## src/verilog/ste_defs.svh

```systemverilog
`ifndef STE_DEFS_SVH
`define STE_DEFS_SVH

// **********************************************
// Word timing
// **********************************************
`define STE_WORD_CYCLES      4'd10
`define STE_CAPTURE_PHASE    4'd9
`define STE_ENCODE_PHASE     4'd7
`define STE_BITS_PER_CYCLE   2
`define STE_TX_LAT_MIN_BITS  34
`define STE_TX_LAT_MAX_BITS  38
`define STE_LATENCY_CYCLES   18
`define STE_START_IDLES      3

// **********************************************
// Character values
// **********************************************
`define STE_K28_5            8'hBC
`define STE_D5_6             8'hC5
`define STE_D16_2            8'h50
`define STE_K23_7            8'hF7
`define STE_K30_7            8'hFE
`define STE_K_CODE28         5'h1C

// **********************************************
// Ten-bit patterns, bit 0 sent first
// **********************************************
`define STE_K28_5_NEG        10'h17C
`define STE_K28_5_POS        10'h283
`define STE_K23_7_NEG        10'h057
`define STE_K23_7_POS        10'h3A8
`define STE_K30_7_NEG        10'h05E
`define STE_K30_7_POS        10'h3A1

`endif

```

## src/verilog/ste_pkg.sv

```systemverilog
package ste_pkg;

    // Kind of word presented by the protocol device
    typedef enum logic [1:0] {
        STE_DATA    = 2'b00,
        STE_IDLE    = 2'b01,
        STE_CAREXT  = 2'b10,
        STE_ERRPROP = 2'b11
    } ste_kind_e;

    // Link start-up state
    typedef enum logic {
        STE_START = 1'b0,
        STE_RUN   = 1'b1
    } ste_state_e;

    // Parallel side of the transmitter
    typedef struct packed {
        logic [15:0] word;
        logic        frameValid;
        logic        txErrorCode;
    } ste_tx_in_s;

    // Captured word with its decoded kind
    typedef struct packed {
        logic [15:0] word;
        ste_kind_e   kind;
    } ste_capt_s;

endpackage

```

## src/verilog/ste_serdes_transmit_encoder.sv

```systemverilog
`timescale 1ns/1ps
`include "ste_defs.svh"

// Notes on behaviour
// RL1 - The parallel word is captured on the word clock edge and used when flagged valid.
// RL2 - Twenty bits leave per word, two per fast clock as the rising and falling edge bits.
// RL3 - Each code word leaves bit zero first and proceeds upward.
// RL4 - After reset the link opens with idle words carrying commas for byte alignment.
// RL5 - The protocol device raises frame valid with the first preamble word and holds it.
// RL6 - The protocol device drops frame valid before the edge after the last frame word.
// RL7 - The word splits into two bytes, each through its own 8b/10b encoder, giving 20 bits.
// RL8 - Frame valid high with error low sends both bytes as data characters.
// RL9 - Frame valid low with error high sends carrier extend, two K23.7 characters.
// RL10 - Frame valid and error both high send error propagation, two K30.7 characters.
// RL11 - Frame valid and error both low send idle, K28.5 then D5.6 or D16.2.
// RL12 - From capture to first serial bit takes a fixed 36 bit times, inside 34 to 38.
// RL13 - Encoding is standard 8b/10b with running disparity keeping the line balanced.
// RL14 - Idle fills every gap, and K28.5 from negative disparity is 0011111010.
// RL15 - The low byte forms the first ten bits and disparity runs on into the high byte.
// RL16 - The second idle character is chosen so the idle word ends at negative disparity.
module ste_serdes_transmit_encoder #(
    parameter int START_IDLES = `STE_START_IDLES
) (
    // Clock and reset
    input  wire logic             clk,
    input  wire logic             rstn,
    // Parallel transmit side
    input  wire ste_pkg::ste_tx_in_s txIn,
    output logic                  wordTake,
    // Serial side
    output logic [1:0]            serialPair,
    output logic                  linkUp
);

    // **********************************************
    // Parameter check
    // **********************************************
    if (START_IDLES < 1 || START_IDLES > 255) begin : g_bad_start
        $error("START_IDLES must lie in 1 to 255");
    end

    // **********************************************
    // 8b/10b character encoder
    // **********************************************
    // Returns {disparity out, ten bits with bit 0 sent first}
    function automatic logic [10:0] encByte(input logic [7:0] b, input logic k,
                                            input logic rdIn);
        logic [5:0] s;
        logic [3:0] q;
        logic [9:0] msbFirst;
        logic [9:0] r;
        logic       rd6;
        logic       alt;
        logic [4:0] x;
        logic [2:0] y;
        x = b[4:0];
        y = b[7:5];
        case (x)
            5'd0:  s = 6'b100111;
            5'd1:  s = 6'b011101;
            5'd2:  s = 6'b101101;
            5'd3:  s = 6'b110001;
            5'd4:  s = 6'b110101;
            5'd5:  s = 6'b101001;
            5'd6:  s = 6'b011001;
            5'd7:  s = 6'b111000;
            5'd8:  s = 6'b111001;
            5'd9:  s = 6'b100101;
            5'd10: s = 6'b010101;
            5'd11: s = 6'b110100;
            5'd12: s = 6'b001101;
            5'd13: s = 6'b101100;
            5'd14: s = 6'b011100;
            5'd15: s = 6'b010111;
            5'd16: s = 6'b011011;
            5'd17: s = 6'b100011;
            5'd18: s = 6'b010011;
            5'd19: s = 6'b110010;
            5'd20: s = 6'b001011;
            5'd21: s = 6'b101010;
            5'd22: s = 6'b011010;
            5'd23: s = 6'b111010;
            5'd24: s = 6'b110011;
            5'd25: s = 6'b100110;
            5'd26: s = 6'b010110;
            5'd27: s = 6'b110110;
            5'd28: s = k ? 6'b001111 : 6'b001110;
            5'd29: s = 6'b101110;
            5'd30: s = 6'b011110;
            default: s = 6'b101011;
        endcase
        // Positive disparity takes the complement of unbalanced codes
        if (rdIn && (($countones(s) != 3) || x == 5'd7)) begin // RL13
            s = ~s;
        end
        rd6 = rdIn ^ ($countones(s) != 3);
        alt = !k && y == 3'd7 &&
              ((!rd6 && (x == 5'd17 || x == 5'd18 || x == 5'd20)) ||
               (rd6 && (x == 5'd11 || x == 5'd13 || x == 5'd14)));
        case (y)
            3'd0: q = 4'b1011;
            3'd1: q = 4'b1001;
            3'd2: q = 4'b0101;
            3'd3: q = 4'b1100;
            3'd4: q = 4'b1101;
            3'd5: q = 4'b1010;
            3'd6: q = 4'b0110;
            default: q = (k || alt) ? 4'b0111 : 4'b1110;
        endcase
        if (rd6 && (($countones(q) != 2) || y == 3'd3)) begin // RL13
            q = ~q;
        end else if (!rd6 && k && x == `STE_K_CODE28 && $countones(q) == 2 && y != 3'd3) begin
            q = ~q;
        end
        msbFirst = {s, q};
        for (int i = 0; i < 10; i++) begin
            r[i] = msbFirst[9 - i];
        end
        return {rd6 ^ ($countones(q) != 2), r};
    endfunction

    // **********************************************
    // State
    // **********************************************
    logic [3:0]          phase;
    ste_pkg::ste_capt_s  capt;
    ste_pkg::ste_state_e state;
    logic [7:0]          idleCount;
    logic [19:0]         codeWord;
    logic [17:0]         shifter;
    logic                rd;

    // **********************************************
    // Decode and selection
    // **********************************************
    wire                 captureTick = (phase == `STE_CAPTURE_PHASE);
    wire                 encodeTick  = (phase == `STE_ENCODE_PHASE);
    wire [3:0]           next_phase  = (phase == `STE_WORD_CYCLES - 4'd1) ? 4'd0 : phase + 4'd1;
    wire ste_pkg::ste_kind_e inKind  = ste_pkg::ste_kind_e'({txIn.txErrorCode,
                                       ~(txIn.frameValid ^ txIn.txErrorCode)}); // RL8
    // Start-up forces idle so commas lead the link
    wire ste_pkg::ste_kind_e effKind = (state == ste_pkg::STE_START) ?
                                       ste_pkg::STE_IDLE : capt.kind; // RL4 RL14
    wire                 isData   = (effKind == ste_pkg::STE_DATA);
    // Control bytes for idle, carrier extend and error propagation
    wire [7:0]           loByte   = isData ? capt.word[7:0] :
                                    (effKind == ste_pkg::STE_IDLE)   ? `STE_K28_5 :
                                    (effKind == ste_pkg::STE_CAREXT) ? `STE_K23_7 :
                                    `STE_K30_7; // RL9 RL10 RL11
    wire [10:0]          loEnc    = encByte(loByte, !isData, rd); // RL7 RL15
    // Idle partner picked from the disparity after K28.5
    wire [7:0]           hiByte   = isData ? capt.word[15:8] :
                                    (effKind == ste_pkg::STE_IDLE) ?
                                    (loEnc[10] ? `STE_D16_2 : `STE_D5_6) : loByte; // RL16
    wire                 hiK      = !(isData || effKind == ste_pkg::STE_IDLE);
    wire [10:0]          hiEnc    = encByte(hiByte, hiK, loEnc[10]); // RL7 RL15
    wire                 startDone = (idleCount == 8'(START_IDLES - 1));

    // **********************************************
    // Word phase and capture
    // **********************************************
    always_ff @(posedge clk) begin
        if (!rstn) begin
            phase <= 4'd0;
            capt  <= '{word: 16'h0000, kind: ste_pkg::STE_IDLE};
        end else begin
            phase <= next_phase;
            if (captureTick) begin
                capt <= '{word: txIn.word, kind: inKind}; // RL1
            end
        end
    end

    // Start-up idle counter and link state
    always_ff @(posedge clk) begin
        if (!rstn) begin
            state     <= ste_pkg::STE_START;
            idleCount <= 8'h00;
        end else if (encodeTick && state == ste_pkg::STE_START) begin
            idleCount <= idleCount + 8'h01;
            if (startDone) begin
                state <= ste_pkg::STE_RUN; // RL4
            end
        end
    end

    // Encode stage and disparity
    always_ff @(posedge clk) begin
        if (!rstn) begin
            codeWord <= 20'h00000;
            rd       <= 1'b0;
        end else if (encodeTick) begin
            codeWord <= {hiEnc[9:0], loEnc[9:0]}; // RL7 RL15
            rd       <= hiEnc[10]; // RL13
        end
    end

    // Serializer, two bits per cycle, low bit first
    always_ff @(posedge clk) begin
        if (!rstn) begin
            shifter    <= 18'h00000;
            serialPair <= 2'h0;
        end else if (encodeTick) begin
            serialPair <= codeWord[1:0]; // RL2 RL3 RL12
            shifter    <= codeWord[19:2];
        end else begin
            serialPair <= shifter[1:0]; // RL2 RL3
            shifter    <= {2'h0, shifter[17:2]};
        end
    end

    // Registered status outputs
    always_ff @(posedge clk) begin
        if (!rstn) begin
            wordTake <= 1'b0;
            linkUp   <= 1'b0;
        end else begin
            wordTake <= (next_phase == `STE_CAPTURE_PHASE);
            linkUp   <= (state == ste_pkg::STE_RUN);
        end
    end
endmodule

```

## config.mk

```make
export PLATFORM = sky130hd
export DESIGN_NAME = ste_serdes_transmit_encoder
export DESIGN_NICKNAME = d
export VERILOG_FILES = /design/src/verilog/ste_pkg.sv /design/src/verilog/ste_serdes_transmit_encoder.sv
export VERILOG_INCLUDE_DIRS = /design/src /design/src/verilog
export SDC_FILE = /design/constraint.sdc
export NUM_CORES = 1
export LEC_CHECK = 0
export BUFFER_PORTS_ARGS = -buffer_cell sky130_fd_sc_hd__buf_2
export CORE_MARGIN = 2
export CORE_UTILIZATION = 67
export DETAILED_ROUTE_END_ITERATION = 12
export GPL_ROUTABILITY_DRIVEN = 0
export PLACE_DENSITY_LB_ADDON = 0.12
export SYNTH_ARGS = -nofsm -noshare
export SYNTH_HDL_FRONTEND = slang
export SYNTH_SLANG_ARGS = --single-unit
```

## constraint.sdc

```tcl
create_clock -name clk -period 28.7 [get_ports clk]
set_input_delay 4.305 -clock clk [delete_from_list [all_inputs] [get_ports clk]]
set_output_delay 4.305 -clock clk [all_outputs]
set_load 0.01 [all_outputs]
```

==> flow_metrics.tcl <==
set metrics [dict create \
    slew_violations 0 \
    slew_headroom_pct 42.8 \
    post_cts_buffers 0 \
    internal_power_w 0.000147 \
    syn_nets 720 \
    p_leak_nw 2.07 \
    p_clk_share_pct 44.3 \
    dieArea_mm2 0.00853 \
    grt_pass1_wl_um 21200 \
    numCtsBuffers 9 \
    skew_ns 0.0125 \
    die_h_um 92.4 \
    stdcell_area_mm2 0.00553 \
    critical_path_class "register to register" \
    netSwitchingFraction_pct 24.8 \
    cts_tree "yes" \
    p_sw_w 0.0000484 \
    critPathBufInv 11 \
    hpwl_um 8710 \
    yosysTopAreaCell "dfxtp_1" \
    setup_viol 0 \
    met3_usage_pct 5.13 \
    synthToLayoutAreaGrowth_pct 5.60 \
    cts_resized 0 \
    setup_tns_ns 0 \
    syn_area_per_cell_um2 7.81 \
    nets 716 \
    tightest_slew_ns 0.856 \
    worst-path-max-fanout 21 \
    p_per_area_mw_per_mm2 35.3 \
    status "completed" \
    worst_slack_ns 8.48 \
    cts-root-buf "clkbuf_8" \
    drive_above_1_share_pct 10.7 \
    dieWidth_um 92.4 \
    endpoint_kind "register" \
    grt_antenna_before_repair 0 \
    fin_crit_ns 20.22 \
    ctsHoldBuffers 0 \
    yosysWarnings 0 \
    vias 4811 \
    utilization_pct 72.3 \
    rows 32 \
    netlist_area_mm2 0.00523 \
    postRouteAntennaNets 0 \
    yosysMostFrequentCell "nand2_1" \
    synth_edf_count 0 \
    yosysTopAreaCellShare_pct 28.3 \
    synth.top_cells.by_area "dfxtp_1 (28%), nand2_1 (8.7%), a21oi_1 (6.3%)" \
    n_antenna_cell 0 \
    top_usage_layer "met2" \
    vias_per_cell 6.22 \
    synth_common_cells "nand2_1 (121), dfxtp_1 (74), a21oi_1 (66)" \
    cts_buffer_depth 2 \
    timing.critical_path.mode_cell "ha_1" \
    remaining_drc_errors 0 \
    ys_seq_area_share_pct 28.3 \
    post-place-ws_ns 8.64 \
    clk_pin_slew_ns 0.09 \
    path_delay_family "adder cells" \
    ys_types 82 \
    clock-sinks 74 \
    track_usage_pct 30.5 \
    core_area_mm2 0.00765 \
    power_frac_seq_pct 53.2 \
    maxCapViolations 0 \
    wl_per_cell_um 15.9 \
    synthFlopType "dfxtp_1" \
    clock.fmax_mhz 49.5 \
    grt_remaining_overflow 0 \
    min_path_type "register to register" \
    cp.arrival_ns 20.50 \
    grt_pass1_vias 4575 \
    grt_max_degree 56 \
    grt_util_met2_pct 50.5 \
    port-buffer-count 23 \
    peakVddDrop_mv 0.0325 \
    async_flop_share_pct 0 \
    dr.pass1.iters 7 \
    start_kind "register" \
    post-route-period-util_pct 70.4 \
    synth_cells 670 \
    start_util_pct 68.4 \
    drt-initial-drc-count 368 \
    hold_viol_final 0 \
    ys_ff_latch 74 \
    cp.required_ns 28.98 \
    placed_cell_area_mm2 0.00532 \
    io_pins 24 \
    gr-usage-met1_pct 40.3 \
    critPathMaxStageDelay_ns 0.88 \
    slowest_stage "dfxtp_1" \
    power.share.combinational_pct 2.4 \
    cts_max_level 3 \
    wl_um 12300 \
    clk_latency_ns 0.36 \
    p_total_w 0.000195 \
    fillers 607 \
    rsz0062_at_grt "no" \
]
## per-layer routing
layer  up-vias  wire [um]
li1       2341          -
met3        46        697
met4         0        331
met1      2236       5300
met5         -          0
met2       188       5940
## power groups by stage
stage	sequential (W)	combinational, W	clock, W
after floorplan	0.000106	0.00000331	0
after global placement	0.000106	0.00000460	0
after detailed placement	0.000106	0.00000473	0
after CTS	0.000104	0.00000476	0.0000875
after global routing	0.000104	0.00000527	0.0000916
final	0.000104	0.00000472	0.0000865
## cell usage in the layout (no fill, tap or decap), types with 7 or more instances in the layout
cell      Yosys  routed
nor2_1       42      42
o211ai_1     10      10
nand2_1     121     121
nand3_1      22      22
mux2i_1       9       9
xor2_1       12      12
or3_1         7       7
a21oi_1      66      66
buf_2         6      23
inv_1        35      35
xnor2_1      21      21
clkbuf_8      0       9
nor2b_1       9       9
nand4_1       7       7
ha_1         18      18
dfxtp_1      74      74
fa_1         12      12
o21ai_0      22      22
nor3_1       11      11
## state kept, by name, indices dropped and copies added (netlist names)
signal and flops:
linkUp 1, serialPair 2, codeWord 20, wordTake 1
state 1, rd 1, capt 18, idleCount 8
shifter 18, phase 4
## worst min-delay path, delay by kind of cell, from the launching register on
kind	cells	cell delay [ns]
AOI/OAI and AO/OA	1	0.05
and+or+nand+nor	1	0.05
DFF	1	0.30
## logic make-up after synthesis
logic type      after synthesis  synth area share, %
simple gates                271                 25.9
compound gates              171                 22.1
buf+inv                      78                 6.17
flops                        74                 28.3
xor+xnor                     35                 6.41
fa+ha+maj                    31                 9.09
mux                          10                 1.94
## area by class of cell
class                   instances  area, um2  share of cell area [%]
inverters                      36        135                    2.45
multi-input cells             518       3430                    62.0
clock buffers                   9        124                    2.24
flip-flops and latches         74       1480                    26.8
clock inverters                 7       83.8                    1.52
well taps                     102        128                    2.31
repair buffers                 27        145                    2.63
## metrics by stage
step | std cells | hold slack [ns]
global route | 773 | 0.453
floorplan | 670 | 0.422
CTS | 773 | 0.434
detailed placement | 757 | 0.430
finish | 773 | 0.435
global placement | 757 | 0.426
## worst paths after layout
kind	slack, ns	depth (start not counted)	end	from
worst max register to register	8.48	75	rd$_SDFFE_PN0P_	state$_SDFFE_PN0P_
worst min register to register	0.43	2	shifter[8]$_SDFF_PN0_	shifter[10]$_SDFF_PN0_
worst min-delay path	0.43	2	shifter[8]$_SDFF_PN0_	shifter[10]$_SDFF_PN0_
worst max-delay path	8.48	75	rd$_SDFFE_PN0P_	state$_SDFFE_PN0P_
No activity file was read; power rests on OpenSTA's default activity.
